**src/rtl/dpcc_pkg.sv**
```systemverilog
// Purpose: Shared constants for the dual clock synthesizer configuration block.
// Assumes: Byte-wide registers on a 16-bit register address bus.
// Notes: Offsets, field positions and reset values are named once here.
package dpcc_pkg;
  // Register offsets.
  localparam logic [15:0] ADDR_SYS_PRE = 16'h3000;
  localparam logic [15:0] ADDR_SYS_MULT = 16'h3001;
  localparam logic [15:0] ADDR_SYS_POST = 16'h3002;
  localparam logic [15:0] ADDR_SYS_CFG = 16'h3003;
  localparam logic [15:0] ADDR_OUT_PRE = 16'h3004;
  localparam logic [15:0] ADDR_OUT_DIV1 = 16'h3005;
  localparam logic [15:0] ADDR_OUT_DIV2 = 16'h3006;
  localparam logic [15:0] ADDR_OUT_POST = 16'h3007;
  localparam logic [15:0] ADDR_OUT_CTLA = 16'h3008;
  localparam logic [15:0] ADDR_OUT_CTLB = 16'h3009;
  localparam logic [15:0] ADDR_MAX_H = 16'h3017;
  localparam logic [15:0] ADDR_MAX_L = 16'h3018;
  localparam logic [15:0] ADDR_MIN_H = 16'h3019;
  localparam logic [15:0] ADDR_MIN_L = 16'h301A;
  localparam logic [15:0] ADDR_OUT_CFG = 16'h301B;
  // Reset values.
  localparam logic [7:0] RST_SYS_PRE = 8'h05;
  localparam logic [7:0] RST_SYS_MULT = 8'h63;
  localparam logic [7:0] RST_SYS_POST = 8'h03;
  localparam logic [7:0] RST_SYS_CFG = 8'h01;
  localparam logic [7:0] RST_OUT_PRE = 8'h06;
  localparam logic [7:0] RST_OUT_DIV1 = 8'h7B;
  localparam logic [7:0] RST_OUT_DIV2 = 8'h00;
  localparam logic [7:0] RST_OUT_POST = 8'h07;
  localparam logic [7:0] RST_OUT_CTLA = 8'h01;
  localparam logic [7:0] RST_OUT_CTLB = 8'h00;
  localparam logic [7:0] RST_FRAC = 8'h00;
  localparam logic [7:0] RST_OUT_CFG = 8'h01;
  // Field positions of control register A.
  localparam int CTLA_LINK_HALF = 1;
  localparam int CTLA_ENABLE = 0;
  // Field positions of control register B.
  localparam int CTLB_STEP_HI = 6;
  localparam int CTLB_STEP_LO = 5;
  localparam int CTLB_FREQ_HI = 4;
  localparam int CTLB_FREQ_LO = 2;
  localparam int CTLB_SPREAD = 1;
  localparam int CTLB_FRAC = 0;
  // Field positions of the loop configuration registers.
  localparam int CFG_PREC_HI = 7;
  localparam int CFG_PREC_LO = 6;
  localparam int CFG_CNT_HI = 5;
  localparam int CFG_CNT_LO = 4;
  localparam int CFG_FAST_DIS = 3;
  localparam int CFG_CP_HI = 2;
  localparam int CFG_CP_LO = 0;
  // Constant term of the effective multiplication.
  localparam logic [21:0] MULT_OFFSET = 22'h00_0007;
  // Base period of the modulation counter in mclk cycles, scaled by 2**freq.
  localparam logic [11:0] MOD_BASE_CYCLES = 12'h010;
  // Modulator sweep states.
  typedef enum logic [2:0] {
    DPCC_IDLE = 3'b001,
    DPCC_UP = 3'b010,
    DPCC_DOWN = 3'b100
  } dpcc_sweep_t;
endpackage : dpcc_pkg

```
**src/rtl/dpcc_top.sv**
```systemverilog
// Purpose: Register file and spread-spectrum modulator for the two clock synthesizers.
// Assumes: The host writes settings only while streaming is stopped.
// Notes: The analog loops sit outside; this block drives their control words.
`timescale 1ns/1ps
// Function
// - Two synthesizers share the external reference.
// - Spread mode gives triangular frequency modulation while fractional mode and the output enable are on.
// - Multiplication is 2*div1+7+div2+frac/512.
// - System synthesizer: predivider, multiplier, postdivider bytes.
// - Output synthesizer: predivider, two dividers, postdivider.
// - Control A: link halving and enable.
// - Control B: step, frequency, spread, fractional.
// - Fractional limits assembled from four bytes.
// - Loop config: precision, counter, fastlock, pump.
module dpcc_top (
  input wire logic mclk, // System clock, 25 MHz.
  input wire logic rst, // Asynchronous reset, active high.
  input wire logic ext_ref_clock_in, // Reference clock pin, passed to both synthesizers.
  input wire logic [15:0] reg_addr, // Register address.
  input wire logic reg_wr, // Write strobe, one cycle.
  input wire logic [7:0] reg_wdata, // Write data.
  input wire logic reg_rd, // Read strobe, one cycle.
  output logic [7:0] reg_rdata, // Read data, registered.
  output logic sys_ref_clk, // Reference to the system synthesizer.
  output logic out_ref_clk, // Reference to the output synthesizer.
  output logic [7:0] sys_predivider, // System synthesizer predivider.
  output logic [7:0] sys_multiplier, // System synthesizer multiplier.
  output logic [4:0] sys_postdivider, // System postdivider, 1 to 16.
  output logic [1:0] sys_lock_precision, // System lock detector precision.
  output logic [1:0] sys_lock_count, // System lock counter setting.
  output logic sys_fastlock_en, // System fast locking enabled.
  output logic [2:0] sys_charge_pump_current, // System charge pump current.
  output logic [7:0] reference_predivider, // Output synthesizer predivider.
  output logic [8:0] out_first_divider, // Output first divider, 1 to 256.
  output logic [7:0] out_second_divider, // Output second divider.
  output logic [4:0] out_postdivider, // Output postdivider, 1 to 16.
  output logic output_clock_synth_en, // Output synthesizer enable.
  output logic link_half_rate, // Halve the serial link frequency.
  output logic frac_mode_en, // Fractional mode enable.
  output logic spread_modulation_mode, // Spread-spectrum mode active.
  output logic [1:0] out_lock_precision, // Output lock detector precision.
  output logic [1:0] out_lock_count, // Output lock counter setting.
  output logic out_fastlock_en, // Output fast locking enabled.
  output logic [2:0] charge_pump_current, // Output charge pump current.
  output logic [9:0] frac_applied, // Fractional value applied now.
  output logic [21:0] mult_integer // Integer part of the effective multiplication.
);

  // Register storage.
  // Each byte register keeps its next value beside it.
  logic [7:0] sys_pre_reg, sys_pre_next; // System predivider.
  logic [7:0] sys_mult_reg, sys_mult_next; // System multiplier.
  logic [7:0] sys_post_reg, sys_post_next; // System postdivider.
  logic [7:0] sys_cfg_reg, sys_cfg_next; // System loop configuration.
  logic [7:0] out_pre_reg, out_pre_next; // Output predivider.
  logic [7:0] out_div1_reg, out_div1_next; // Output first divider.
  logic [7:0] out_div2_reg, out_div2_next; // Output second divider.
  logic [7:0] out_post_reg, out_post_next; // Output postdivider.
  logic [7:0] ctla_reg, ctla_next; // Output control A.
  logic [7:0] ctlb_reg, ctlb_next; // Output control B.
  logic [7:0] max_h_reg, max_h_next; // Maximum fraction high.
  logic [7:0] max_l_reg, max_l_next; // Maximum fraction low.
  logic [7:0] min_h_reg, min_h_next; // Minimum fraction high.
  logic [7:0] min_l_reg, min_l_next; // Minimum fraction low.
  logic [7:0] out_cfg_reg, out_cfg_next; // Output loop configuration.
  logic [7:0] rdata_reg, rdata_next; // Read data.
  // Modulator state.
  dpcc_pkg::dpcc_sweep_t sweep_reg, sweep_next; // Sweep direction.
  logic [9:0] frac_reg, frac_next; // Applied fraction.
  logic [11:0] tick_reg, tick_next; // Step interval counter.
  // Derived values.
  // These follow the stored bytes without delay.
  logic [9:0] frac_max; // Modulation maximum.
  logic [9:0] frac_min; // Modulation minimum.
  logic [11:0] tick_period; // Cycles between steps.
  logic [9:0] step_size; // Fraction step per tick.

  // Fraction limits are built from the two byte pairs.
  // A limit written in two halves is mixed for a moment.
  assign frac_max = {max_h_reg[1:0], max_l_reg};
  assign frac_min = {min_h_reg[1:0], min_l_reg};
  // Step interval scales by the counter frequency field.
  assign tick_period = 12'(dpcc_pkg::MOD_BASE_CYCLES <<
    ctlb_reg[dpcc_pkg::CTLB_FREQ_HI:dpcc_pkg::CTLB_FREQ_LO]);
  // Step size is 1, 2, 4 or 8 codes.
  // Larger steps shorten the sweep; the limits clamp the last step.
  assign step_size = 10'(10'h001 <<
    ctlb_reg[dpcc_pkg::CTLB_STEP_HI:dpcc_pkg::CTLB_STEP_LO]);

  // Register write decode and read mux.
  // Both strobes may stand in one cycle; each is decoded alone.
  always_comb begin
    sys_pre_next = sys_pre_reg;
    sys_mult_next = sys_mult_reg;
    sys_post_next = sys_post_reg;
    sys_cfg_next = sys_cfg_reg;
    out_pre_next = out_pre_reg;
    out_div1_next = out_div1_reg;
    out_div2_next = out_div2_reg;
    out_post_next = out_post_reg;
    ctla_next = ctla_reg;
    ctlb_next = ctlb_reg;
    max_h_next = max_h_reg;
    max_l_next = max_l_reg;
    min_h_next = min_h_reg;
    min_l_next = min_l_reg;
    out_cfg_next = out_cfg_reg;
    rdata_next = rdata_reg;
    // Unused control and high limit bits are stored as zero.
    // Writes land directly; the host keeps them to standby.
    if (reg_wr) begin
      case (reg_addr)
        dpcc_pkg::ADDR_SYS_PRE: sys_pre_next = reg_wdata;
        dpcc_pkg::ADDR_SYS_MULT: sys_mult_next = reg_wdata;
        dpcc_pkg::ADDR_SYS_POST: sys_post_next = reg_wdata;
        dpcc_pkg::ADDR_SYS_CFG: sys_cfg_next = reg_wdata;
        dpcc_pkg::ADDR_OUT_PRE: out_pre_next = reg_wdata;
        dpcc_pkg::ADDR_OUT_DIV1: out_div1_next = reg_wdata;
        dpcc_pkg::ADDR_OUT_DIV2: out_div2_next = reg_wdata;
        dpcc_pkg::ADDR_OUT_POST: out_post_next = reg_wdata;
        dpcc_pkg::ADDR_OUT_CTLA: ctla_next = {6'h00, reg_wdata[1:0]};
        dpcc_pkg::ADDR_OUT_CTLB: ctlb_next = {1'b0, reg_wdata[6:0]};
        dpcc_pkg::ADDR_MAX_H: max_h_next = {6'h00, reg_wdata[1:0]};
        dpcc_pkg::ADDR_MAX_L: max_l_next = reg_wdata;
        dpcc_pkg::ADDR_MIN_H: min_h_next = {6'h00, reg_wdata[1:0]};
        dpcc_pkg::ADDR_MIN_L: min_l_next = reg_wdata;
        dpcc_pkg::ADDR_OUT_CFG: out_cfg_next = reg_wdata;
        default: begin
          // Unmapped writes are ignored.
        end
      endcase
    end
    // A read in the cycle of a write returns the old byte.
    // Reads return the stored byte; unmapped addresses read zero.
    if (reg_rd) begin
      case (reg_addr)
        dpcc_pkg::ADDR_SYS_PRE: rdata_next = sys_pre_reg;
        dpcc_pkg::ADDR_SYS_MULT: rdata_next = sys_mult_reg;
        dpcc_pkg::ADDR_SYS_POST: rdata_next = sys_post_reg;
        dpcc_pkg::ADDR_SYS_CFG: rdata_next = sys_cfg_reg;
        dpcc_pkg::ADDR_OUT_PRE: rdata_next = out_pre_reg;
        dpcc_pkg::ADDR_OUT_DIV1: rdata_next = out_div1_reg;
        dpcc_pkg::ADDR_OUT_DIV2: rdata_next = out_div2_reg;
        dpcc_pkg::ADDR_OUT_POST: rdata_next = out_post_reg;
        dpcc_pkg::ADDR_OUT_CTLA: rdata_next = ctla_reg;
        dpcc_pkg::ADDR_OUT_CTLB: rdata_next = ctlb_reg;
        dpcc_pkg::ADDR_MAX_H: rdata_next = max_h_reg;
        dpcc_pkg::ADDR_MAX_L: rdata_next = max_l_reg;
        dpcc_pkg::ADDR_MIN_H: rdata_next = min_h_reg;
        dpcc_pkg::ADDR_MIN_L: rdata_next = min_l_reg;
        dpcc_pkg::ADDR_OUT_CFG: rdata_next = out_cfg_reg;
        default: rdata_next = 8'h00;
      endcase
    end
  end

  // Register storage flops.
  // The read data register holds until the next read strobe.
  always_ff @(posedge mclk or posedge rst) begin
    if (rst) begin
      sys_pre_reg <= dpcc_pkg::RST_SYS_PRE;
      sys_mult_reg <= dpcc_pkg::RST_SYS_MULT;
      sys_post_reg <= dpcc_pkg::RST_SYS_POST;
      sys_cfg_reg <= dpcc_pkg::RST_SYS_CFG;
      out_pre_reg <= dpcc_pkg::RST_OUT_PRE;
      out_div1_reg <= dpcc_pkg::RST_OUT_DIV1;
      out_div2_reg <= dpcc_pkg::RST_OUT_DIV2;
      out_post_reg <= dpcc_pkg::RST_OUT_POST;
      ctla_reg <= dpcc_pkg::RST_OUT_CTLA;
      ctlb_reg <= dpcc_pkg::RST_OUT_CTLB;
      max_h_reg <= dpcc_pkg::RST_FRAC;
      max_l_reg <= dpcc_pkg::RST_FRAC;
      min_h_reg <= dpcc_pkg::RST_FRAC;
      min_l_reg <= dpcc_pkg::RST_FRAC;
      out_cfg_reg <= dpcc_pkg::RST_OUT_CFG;
      rdata_reg <= 8'h00;
    end else begin
      sys_pre_reg <= sys_pre_next;
      sys_mult_reg <= sys_mult_next;
      sys_post_reg <= sys_post_next;
      sys_cfg_reg <= sys_cfg_next;
      out_pre_reg <= out_pre_next;
      out_div1_reg <= out_div1_next;
      out_div2_reg <= out_div2_next;
      out_post_reg <= out_post_next;
      ctla_reg <= ctla_next;
      ctlb_reg <= ctlb_next;
      max_h_reg <= max_h_next;
      max_l_reg <= max_l_next;
      min_h_reg <= min_h_next;
      min_l_reg <= min_l_next;
      out_cfg_reg <= out_cfg_next;
      rdata_reg <= rdata_next;
    end
  end

  // Modulator: triangular sweep of the applied fraction between the limits.
  // The sweep restarts from the minimum whenever spread mode and the output enable both come on.
  always_comb begin
    sweep_next = sweep_reg;
    frac_next = frac_reg;
    tick_next = tick_reg;
    if (!(ctlb_reg[dpcc_pkg::CTLB_SPREAD] && ctla_reg[dpcc_pkg::CTLA_ENABLE])) begin
      // Without spread the fraction rests at the maximum limit.
      sweep_next = dpcc_pkg::DPCC_IDLE;
      frac_next = frac_max;
      tick_next = 12'h000;
    end else begin
      case (sweep_reg)
        dpcc_pkg::DPCC_IDLE: begin
          // Start each sweep from the minimum.
          // The first step then comes a full interval later.
          frac_next = frac_min;
          tick_next = 12'h000;
          sweep_next = dpcc_pkg::DPCC_UP;
        end
        dpcc_pkg::DPCC_UP: begin
          if (tick_reg + 12'h001 >= tick_period) begin
            tick_next = 12'h000;
            // Clamp to the maximum, then turn round.
            // Limits closer than one step still turn cleanly.
            if ({1'b0, frac_reg} + {1'b0, step_size} >= {1'b0, frac_max}) begin
              frac_next = frac_max;
              sweep_next = dpcc_pkg::DPCC_DOWN;
            end else begin
              frac_next = 10'(frac_reg + step_size);
            end
          end else begin
            tick_next = 12'(tick_reg + 12'h001);
          end
        end
        dpcc_pkg::DPCC_DOWN: begin
          if (tick_reg + 12'h001 >= tick_period) begin
            tick_next = 12'h000;
            // Clamp to the minimum, then turn round.
            // The fraction never undershoots, so it cannot wrap.
            if ({1'b0, frac_reg} <= {1'b0, frac_min} + {1'b0, step_size}) begin
              frac_next = frac_min;
              sweep_next = dpcc_pkg::DPCC_UP;
            end else begin
              frac_next = 10'(frac_reg - step_size);
            end
          end else begin
            tick_next = 12'(tick_reg + 12'h001);
          end
        end
        default: begin
          // An illegal state falls back to idle.
          sweep_next = dpcc_pkg::DPCC_IDLE;
        end
      endcase
    end
  end

  // Modulator flops.
  // The sweep waits in its idle state after reset.
  always_ff @(posedge mclk or posedge rst) begin
    if (rst) begin
      sweep_reg <= dpcc_pkg::DPCC_IDLE;
      frac_reg <= 10'h000;
      tick_reg <= 12'h000;
    end else begin
      sweep_reg <= sweep_next;
      frac_reg <= frac_next;
      tick_reg <= tick_next;
    end
  end

  // Both synthesizers take the same reference pin.
  // The pin is a clock, so it passes on unsampled.
  assign sys_ref_clk = ext_ref_clock_in;
  assign out_ref_clk = ext_ref_clock_in;
  assign reg_rdata = rdata_reg;
  // System synthesizer controls; post code n stands for n+1, so 15 stands for 16.
  assign sys_predivider = sys_pre_reg;
  assign sys_multiplier = sys_mult_reg;
  assign sys_postdivider = {1'b0, sys_post_reg[3:0]} + 5'h01;
  assign sys_lock_precision = sys_cfg_reg[dpcc_pkg::CFG_PREC_HI:dpcc_pkg::CFG_PREC_LO];
  assign sys_lock_count = sys_cfg_reg[dpcc_pkg::CFG_CNT_HI:dpcc_pkg::CFG_CNT_LO];
  assign sys_fastlock_en = ~sys_cfg_reg[dpcc_pkg::CFG_FAST_DIS];
  assign sys_charge_pump_current = sys_cfg_reg[dpcc_pkg::CFG_CP_HI:dpcc_pkg::CFG_CP_LO];
  // Output synthesizer controls; first divider 0 stands for 256.
  // Postdividers use only four bits, so every code is legal.
  assign reference_predivider = out_pre_reg;
  assign out_first_divider = (out_div1_reg == 8'h00) ? 9'h100 : {1'b0, out_div1_reg};
  assign out_second_divider = out_div2_reg;
  assign out_postdivider = {1'b0, out_post_reg[3:0]} + 5'h01;
  assign output_clock_synth_en = ctla_reg[dpcc_pkg::CTLA_ENABLE];
  assign link_half_rate = ctla_reg[dpcc_pkg::CTLA_LINK_HALF];
  assign frac_mode_en = ctlb_reg[dpcc_pkg::CTLB_FRAC];
  assign spread_modulation_mode = ctlb_reg[dpcc_pkg::CTLB_SPREAD];
  assign out_lock_precision = out_cfg_reg[dpcc_pkg::CFG_PREC_HI:dpcc_pkg::CFG_PREC_LO];
  assign out_lock_count = out_cfg_reg[dpcc_pkg::CFG_CNT_HI:dpcc_pkg::CFG_CNT_LO];
  assign out_fastlock_en = ~out_cfg_reg[dpcc_pkg::CFG_FAST_DIS];
  assign charge_pump_current = out_cfg_reg[dpcc_pkg::CFG_CP_HI:dpcc_pkg::CFG_CP_LO];
  // Fraction applied only in fractional mode; its scale is 1/512.
  // The sweep keeps running when fractional mode is off.
  assign frac_applied = frac_mode_en ? frac_reg : 10'h000;
  // Integer part: 2*first + 7 + second, first from the raw byte.
  // A zero first divider code adds nothing to this sum.
  assign mult_integer = 22'({13'h0000, out_div1_reg, 1'b0}) + dpcc_pkg::MULT_OFFSET
    + 22'({14'h0000, out_div2_reg});
endmodule : dpcc_top

```
**config.mk**
```make
export PLATFORM = sky130hd
export DESIGN_NAME = dpcc_top
export DESIGN_NICKNAME = d
export VERILOG_FILES = /design/src/rtl/dpcc_pkg.sv /design/src/rtl/dpcc_top.sv
export SDC_FILE = /design/constraint.sdc
export NUM_CORES = 1
export LEC_CHECK = 0
export CAP_MARGIN = 20
export CORE_MARGIN = 2
export CORE_UTILIZATION = 35
export DETAILED_ROUTE_END_ITERATION = 6
export DONT_BUFFER_PORTS = 1
export PLACE_DENSITY_LB_ADDON = 0.05
export SYNTH_ARGS = -nofsm -noshare
export SYNTH_HDL_FRONTEND = slang
export SYNTH_SLANG_ARGS = --single-unit
```
**constraint.sdc**
```tcl
create_clock -name mclk -period 4.5 [get_ports mclk]
set_input_delay 0.675 -clock mclk [delete_from_list [all_inputs] [get_ports mclk]]
set_output_delay 0.675 -clock mclk [all_outputs]
set_load 0.01 [all_outputs]
```
==> results.ini, run 1 <==
[route]
drc=0
drt_first_pass_iters=6
vias_per_cell=5.66
num_vias=6781
wl_per_cell_um=23.6
wl_um=28300
drt-initial-drc-count=396
ant_nets=0

[synth]
synth_seq_cells=134
ys_async_sr_fraction_pct=100
synth-main-ff-cell=dfrtp_1
netlist_area_um2=9110
synth_edf_count=0
synth_cell_types=76
syn_inst=893
syn_avg_cell_area_um2=10.2
seq_area_frac_synth_pct=37.1
yosysWarnings=0

[sta]
final_max_slew_viol_count=0
timing.fmax_ghz=0.238
setup_slack_ns=0.292
fin_crit_sh_pct=93.5
relSlewSlack_pct=33.1
fin_skew_ns=0.00958
rsz0062_at_grt=false
setup_viol=0
hold_violations=0
fin_setup_tns_ns=0
tightest_slew_ns=0.994
min_period_ns=4.21

[clock_tree]
root_buffer=clkbuf_16
worst_skew_pair.late_latency_ns=0.43
clk_pin_slew_ns=0.07
h-tree-depth=4
cts_buffers=17
cts.sinks=134
cts_tree=done
ctsHoldBuffers=0
clock_path_buffers=2

[power_and_ir_drop]
p_clk_share_pct=51.9
p_leak_nw=4.50
power.density_nw_per_um2=270
p_sw_share_pct=26.0
seqPwrFrac_pct=45.8
p_comb_share_pct=2.2
peakVddDrop_mv=0.185
finalPower_mw=2.66
p_switching_uw=690
p_int_mw=1.97

[global_routing]
gr-total-overflow=0
grt_pass1_wl_um=43800
grt_max_degree=106
grt_pass1_vias=7088
grt_use_total_pct=21.6
grt_antenna_before_repair=0

[worst_setup_path]
reg2reg_from=ctlb_reg[5]
worst-endpoint-required_ns=4.77
crit_fanout=10
crit_arrival_ns=4.47
end_kind=register
rrSetupSlack_ns=0.29
worstSetupStartpointType=register
reg2regPathDepth=16
r2r-end=frac_reg[2]
path_class=reg -> reg

[layout]
stdcell_area_um2=9820
antenna_cells=0
fin_nets=938
drive_gt1_share_pct=25.8
seqCellArea_um2=3380
multi_input_area_um2=5170
num-fill-cells=2589
synthToLayoutAreaGrowth_pct=7.83
finalNonFillerCells=1198
largest_reg_flops=12

[place]
numPortBuffers=0
dp_cells=1165
hpwl_um=20800
place_ws_ns=0.131
place_congestion=0.893
place_area_um2=9190

[floorplan]
die_w_um=165
die_h_um=165
io_pins=142
fp-row-count=59
start_util_pct=35.3
dieArea_um2=27300
core_um2=25800

[outcome]
status=complete, no violations

[worst_hold_path]
hold_path_class=in -> async

[flow_run]
max_cap_violations=0

-- final cells by class --
class	instances	area share (%)
clock buffers	17	4.33
well taps	335	4.27
repair buffers	13	1.20
inverters	39	1.54
flip-flops and latches	134	34.5
clock inverters	15	1.55
multi-input cells	645	52.7
-- power by group through the flow --
stage	combinational (mW)	sequential, mW	clock [mW]
3_3_place_gp	0.0573	1.24	0
3_5_place_dp	0.0581	1.24	0
6_report	0.0596	1.22	1.38
4_1_cts	0.0585	1.22	1.41
2_1_floorplan	0.0732	1.24	0
5_1_grt	0.0684	1.22	1.47
-- worst max-delay path, stage by stage, from the launching register on --
cell	delay (ns)
dfrtp_2	0.50
nor2b_4	0.18
inv_2	0.07
ha_1	0.28
or3b_2	0.52
and3_1	0.24
nor3b_2	0.20
xor2_1	0.20
ha_1	0.29
nand3_1	0.11
nor3_1	0.07
a221oi_2	0.31
nand3b_1	0.14
buf_4	0.20
mux2_2	0.28
a221oi_1	0.32
o31ai_1	0.13
-- layer usage --
metal  share of wire (%)  up-vias  routed length (µm)  track usage, %
met5                   0        -                   0               0
met4                 1.6        0                 459            5.88
met3                 6.6       26                1870            6.39
met2                  51      201               14300            37.4
met1                  41     3443               11700            26.2
li1                    -     3111                   -               -
-- stage by stage --
stage,hold slack (ns),util [%]
detailed placement,0.494,35.6
floorplan,0.474,-
global placement,0.483,35.6
global route,0.0687,38.0
CTS,0.304,37.8
finish,0.0692,38.0
-- what timing repair did --
item / CTS / global route
endpoints found under the setup margin: 0 / 3
setup buffers: 0 / 0
resized for setup: 0 / 6
-- synth_stat cells, types with 3 or more instances --
master     number  area share [%]
o221a_2         4            0.49
nand2_1        55             2.3
a32oi_1         4            0.38
and3_1         12            0.82
a221oi_1        7            0.67
nor2b_1         5            0.34
nand3b_1        5            0.41
xor2_1         22             2.1
nor2_1         56             2.3
o2111ai_1       5            0.48
nand4_1         5            0.34
inv_1          37             1.5
a21o_1          5            0.41
nand2b_1        9            0.62
ha_1           57             7.8
o31ai_1         4            0.33
a21oi_1        19             1.0
o21a_1          6            0.49
and2_1         15             1.0
dfstp_2        23             6.6
or3b_2          3            0.29
mux4_2         13             3.2
o211ai_1        4            0.33
o22ai_1         5            0.34
a211oi_1        7            0.58
mux2i_1        11             1.2
o21ai_0        46             2.5
o2bb2ai_1       3            0.29
dfrtp_1       111              30
or4_1           5            0.41
a22o_1          5            0.48
nor2_2          6            0.41
buf_2          11            0.60
clkbuf_1       39             1.6
nor3_1          8            0.44
mux2_2        109              13
xnor2_1        21             2.0
a22oi_1        14             1.2
buf_4          32             2.6
nand3_1        29             1.6
a31oi_1        10            0.69
nor4_1          3            0.21
-- cell usage in the layout (no fill, tap or decap), types with 7 or more instances in the layout --
cell / n
buf_4: 12
a22oi_1: 14
xnor2_1: 21
nand3_1: 29
clkbuf_16: 17
nor3_1: 8
dfrtp_1: 109
a21oi_1: 19
dfstp_2: 23
a31oi_1: 10
a211oi_1: 7
inv_1: 36
conb_1: 12
nand2b_1: 9
mux2_2: 109
ha_1: 57
and3_1: 12
o21ai_0: 46
and2_1: 15
mux2i_1: 11
nand2_1: 55
nor2_1: 56
mux4_2: 13
xor2_1: 22
-- kinds of logic (layout without fill, tap and decap cells) --
family	after synthesis	count (layout)	synth area share, %
other cells	1	12	0.0412
fa+ha+maj	59	59	8.27
buf+inv	125	84	6.78
flops	134	134	37.1
compound gates	163	163	12.3
simple gates	235	235	13.4
xor+xnor	43	43	4.13
mux	133	133	17.9
-- worst max path at each step --
stage             endpoint         from  cells past startpoint  slack (ns)
2_1_floorplan  ctla_reg[1]          rst                      1        0.28
3_3_place_gp   frac_reg[2]  ctlb_reg[6]                     15        0.31
3_5_place_dp   frac_reg[2]  ctlb_reg[6]                     15        0.13
4_1_cts        frac_reg[2]  ctlb_reg[6]                     15        0.09
5_1_grt        frac_reg[3]  ctlb_reg[5]                     18        0.03
6_report       frac_reg[2]  ctlb_reg[5]                     16        0.29
No activity file was read; power rests on OpenSTA's default activity.
==> run 2, diff against run 1 <==
Settings changed: RECOVER_POWER from default to 100.
Clock period 4.5 ns to 4.8 ns, I/O delays scaled along.
==> run 2 against run 1 <==
Net effect: combinational power decreased by 13%; the run now ends with capacitance limit, slew limit left; cell count decreased by 0.33%; largest power group unchanged; sequential share of layout area increased by 0.46 points.
==> results.ini, run 2 (same netlist as run 1, synthesis figures left out) <==
[worst_setup_path]
cpPeakStageDelay_ns=0.54
crit_fanout=14
path_class=reg -> reg
worst-endpoint-required_ns=5.07
end_kind=register
cpMaxStageDelayCell=or3b_2
worstSetupStartpointType=register
crit_arrival_ns=4.74
worstPathCellList=nor2b_4 -> inv_2 -> ha_1 -> or3b_2 -> and3_1 -> nor3b_1 -> xor2_1 -> ha_1 -> nand3_1 -> nor3_1 -> a221oi_1 -> nand3b_1 -> buf_4 -> mux2_2 -> a221oi_1 -> o31ai_1
worst-path-buf-inv=2
critical-path-top-delay-family=simple AND/OR/NAND/NOR gates

[clock_tree]
cts.sinks=134
post_cts_buffers=0
post_cts_resized=0
clk_pin_slew_ns=0.07
cts_tree=done
ctsHoldBuffers=0
cts_buffers=17
h-tree-depth=4
root_buffer=clkbuf_16
worst_skew_pair.late_latency_ns=0.42
clock_path_buffers=2

[route]
drt-initial-drc-count=424
num_vias=6764
wl_per_cell_um=23.4
wl_um=28000
ant_nets=0
highest_layer=met4
wl_met1_um=11900
wl_met2_um=13900
route.met3.wl_um=1730
vias_per_cell=5.66
drc=0
drt_first_pass_iters=5

[floorplan]
die_h_um=165
dieArea_um2=27300
fp-row-count=59
die_w_um=165
io_pins=142
start_util_pct=35.3
core_um2=25800

[sta]
fin_crit_sh_pct=93.1
min_period_ns=4.47
hold_violations=0
tightest_slew_ns=3.17
holdWs_ns=0.376
rsz0062_at_grt=false
setup_viol=0
fin_setup_tns_ns=0
fin_skew_ns=0.00948
relSlewSlack_pct=-111
timing.fmax_ghz=0.224
final_max_slew_viol_count=92

[power_and_ir_drop]
peakVddDrop_mv=0.178
p_sw_share_pct=25.7
p_leak_nw=4.44
p_clk_share_pct=51.8
p_switching_uw=636
seqPwrFrac_pct=46.1
power.density_nw_per_um2=256
p_int_mw=1.84
p_comb_share_pct=2.1

[place]
numPortBuffers=0
hpwl_um=20700
place_area_um2=9160
place_congestion=0.879

[outcome]
failed_checks=capacitance limit, slew limit
status=complete, but fails checks

[global_routing]
gr-total-overflow=0
grt_pass1_wl_um=42600
grt_use_total_pct=21.0
grt_max_degree=82
grt_antenna_before_repair=1
grt_pass1_vias=6923

[layout]
postLayoutCoreUtil_pct=37.5
layout_commonest_cell=dfrtp_1
fin_nets=934
stdcell_area_um2=9690
synthToLayoutAreaGrowth_pct=6.33
antenna_cells=0
most-common-layout-cells=dfrtp_1, mux2_2, nor2_1
largest_reg_flops=12
drive_gt1_share_pct=21.0

[worst_hold_path]
hold_path_class=in -> reg

[flow_run]
max_cap_violations=2

-- run 2: cell count changes in the layout (fill, tap and decap cells not counted), sizes merged --
cell      previous run  this run
clkinv               3         5
inv                 48        47
clkinvlp             3         2
buf                 13         4
clkbuf              17        22
-- run 2: stage by stage --
step	power [mW]	setup slack (ns)	std cells
4_1_cts	2.52	0.345	1193
6_report	2.48	0.330	1194
5_1_grt	2.57	0.0432	1194
2_1_floorplan	1.23	0.535	904
3_3_place_gp	1.22	0.539	1161
3_5_place_dp	1.22	0.380	1161
-- run 2: layer usage --
| layer | vias up | global-route usage, % |
|---|---|---|
| li1 | 3095 | - |
| met1 | 3449 | 25.6 |
| met2 | 194 | 36.3 |
| met3 | 26 | 5.72 |
| met4 | 0 | 6.00 |
| met5 | - | 0 |
-- run 2: power groups by stage --
| stage | Clock, mW | Combinational (mW) | Sequential [mW] |
|---|---|---|---|
| floorplan | 0 | 0.0686 | 1.16 |
| global placement | 0 | 0.0550 | 1.16 |
| detailed placement | 0 | 0.0555 | 1.16 |
| CTS | 1.32 | 0.0557 | 1.14 |
| global route | 1.37 | 0.0596 | 1.14 |
| finish | 1.28 | 0.0521 | 1.14 |
-- run 2: path summary, 6_finish.rpt --
kind / start / depth (start not counted) / to / slack [ns]
worst min-delay path: reg_rd / 1 / reg_rdata[6] / 0.38
worst max-delay path: ctlb_reg[6] / 16 / frac_reg[2] / 0.33
min in group asynchronous: rst / 1 / sys_multiplier[3] / 1.35
worst min register to register: out_post_reg[5] / 1 / out_post_reg[5] / 0.51
max in group asynchronous: rst / 2 / sys_multiplier[2] / 1.29
worst max register to register: ctlb_reg[6] / 16 / frac_reg[2] / 0.33
-- run 2: cell type report --
cell class | count | area [µm²]
well taps | 335 | 419
fillers | 2585 | 16200
clock inverters | 15 | 156
repair buffers | 9 | 52.6
clock buffers | 17 | 425
flip-flops and latches | 134 | 3380
multi-input cells | 645 | 5100
inverters | 39 | 146
==> run 3, diff against run 2 <==
Settings changed: CAP_MARGIN 20 to 5, PLACE_DENSITY_LB_ADDON 0.05 to default.
==> run 3 against run 2 <==
Net effect: wire length is 8.4% lower; clock power is 20% higher; via count is 0.58% lower; critical path depth stayed put; critical path type unchanged; utilization is 0.34 points higher; the run still ends with capacitance limit, slew limit left; register-to-register slack hardly changed; clock skew is 0.00066 ns higher.
==> results.ini, run 3 (same netlist as run 1, synthesis figures left out) <==
[outcome]
status=complete, but fails checks
failed_checks=capacitance limit, slew limit

[floorplan]
core_um2=25800
dieArea_um2=27300
die_h_um=165
die_w_um=165
fp-row-count=59
start_util_pct=35.3
io_pins=142

[global_routing]
grt_max_degree=101
grt_use_total_pct=19.2
grt_pass1_vias=6688
gr-total-overflow=0
grt_pass1_wl_um=39700
grt_antenna_before_repair=0

[route]
num_vias=6725
wl_per_cell_um=21.5
wl_um=25600
drt_first_pass_iters=5
drc=0
drt-initial-drc-count=482
vias_per_cell=5.65
ant_nets=0

[clock_tree]
clock_path_buffers=2
cts.sinks=134
cts_buffers=17
cts_tree=done
ctsHoldBuffers=0
h-tree-depth=4
worst_skew_pair.late_latency_ns=0.42
clk_pin_slew_ns=0.06
post_cts_buffers=0
post_cts_resized=0
root_buffer=clkbuf_16

[worst_setup_path]
r2r-end=frac_reg[2]
rrSetupSlack_ns=0.33
end_kind=register
crit_start=ctlb_reg[6]
worst-endpoint-required_ns=5.07
reg2reg_from=ctlb_reg[6]
crit_fanout=9
path_class=reg -> reg
reg2regPathDepth=16
crit_arrival_ns=4.73
worstSetupStartpointType=register
crit_path_end=frac_reg[2]

[power_and_ir_drop]
p_sw_share_pct=21.1
p_switching_uw=575
peakVddDrop_mv=0.233
p_comb_share_pct=1.9
seqPwrFrac_pct=42.0
p_leak_nw=4.47
power.density_nw_per_um2=278
p_int_mw=2.15
p_clk_share_pct=56.1

[place]
place_congestion=0.908
numPortBuffers=0
hpwl_um=18700
place_area_um2=9150

[layout]
most-common-layout-cells=dfrtp_1, mux2_2, nor2_1
num-fill-cells=2567
seqCellArea_um2=3380
layout_commonest_cell=dfrtp_1
multi_input_area_um2=5110
antenna_cells=0
drive_gt1_share_pct=20.7
synthToLayoutAreaGrowth_pct=7.31
stdcell_area_um2=9780
largest_reg_flops=12
postLayoutCoreUtil_pct=37.8
fin_nets=931

[sta]
fin_crit_sh_pct=93.0
setup_viol=0
fin_skew_ns=0.0101
min_period_ns=4.47
tightest_slew_ns=3.79
fin_setup_tns_ns=0
rsz0062_at_grt=false
relSlewSlack_pct=-153
holdWs_ns=0.373
timing.fmax_ghz=0.224
final_max_slew_viol_count=101
hold_violations=0

[flow_run]
max_cap_violations=1

[worst_hold_path]
hold_path_class=in -> reg

## run 3: worst min-delay path by stage
stage,slack (ns),endpoint,start,cells after the start
final,0.37,reg_rdata[4],reg_rd,1
after global routing,0.37,reg_rdata[4],reg_rd,1
after CTS,0.36,reg_rdata[4],reg_rd,1
after detailed placement,0.49,out_post_reg[5],out_post_reg[5],1
after global placement,0.48,out_post_reg[7],out_post_reg[7],1
after floorplan,0.47,out_post_reg[5],out_post_reg[5],1
## run 3: worst max-delay path, stage by stage, from the launching register on
cell and delay [ns]:
dfrtp_1 0.49, nor2b_4 0.23, inv_2 0.07, ha_1 0.38
or3b_2 0.53, and3_1 0.22, nor3b_1 0.24, xor2_1 0.21
ha_1 0.28, nand3_1 0.11, nor3_1 0.06, a221oi_1 0.40
nand3b_1 0.17, buf_4 0.21, mux2_2 0.28, a221oi_1 0.31
o31ai_1 0.12
## run 3: area by class of cell
cell class / instances / share of cell area [%]
Clock buffer: 19 / 4.53
Timing Repair Buffer: 6 / 0.346
Multi-Input combinational cell: 645 / 52.3
Clock inverter: 13 / 2.46
Inverter: 39 / 1.50
Sequential cell: 134 / 34.6
Tap cell: 335 / 4.29
## run 3: power by group through the flow
stage	Clock [mW]	Sequential, mW	Combinational (mW)
2_1_floorplan	0	1.16	0.0686
3_3_place_gp	0	1.16	0.0536
3_5_place_dp	0	1.16	0.0542
4_1_cts	1.55	1.14	0.0540
5_1_grt	1.59	1.14	0.0596
6_report	1.53	1.14	0.0512
## run 3: per-layer routing
| layer | global-route usage, % | part of all wire [%] | wire length, µm |
|---|---|---|---|
| met5 | 0 | 0 | 0 |
| met4 | 6.47 | 2.1 | 546 |
| met2 | 30.9 | 47 | 12000 |
| met1 | 25.4 | 43 | 11100 |
| met3 | 4.80 | 7.7 | 1970 |
## run 3: per-stage QoR
stage	instances	worst slack (ns)	total power, mW
4_1_cts	1191	0.371	2.74
2_1_floorplan	904	0.535	1.23
5_1_grt	1191	0.0264	2.80
3_5_place_dp	1159	0.385	1.22
3_3_place_gp	1159	0.564	1.22
6_report	1191	0.334	2.72
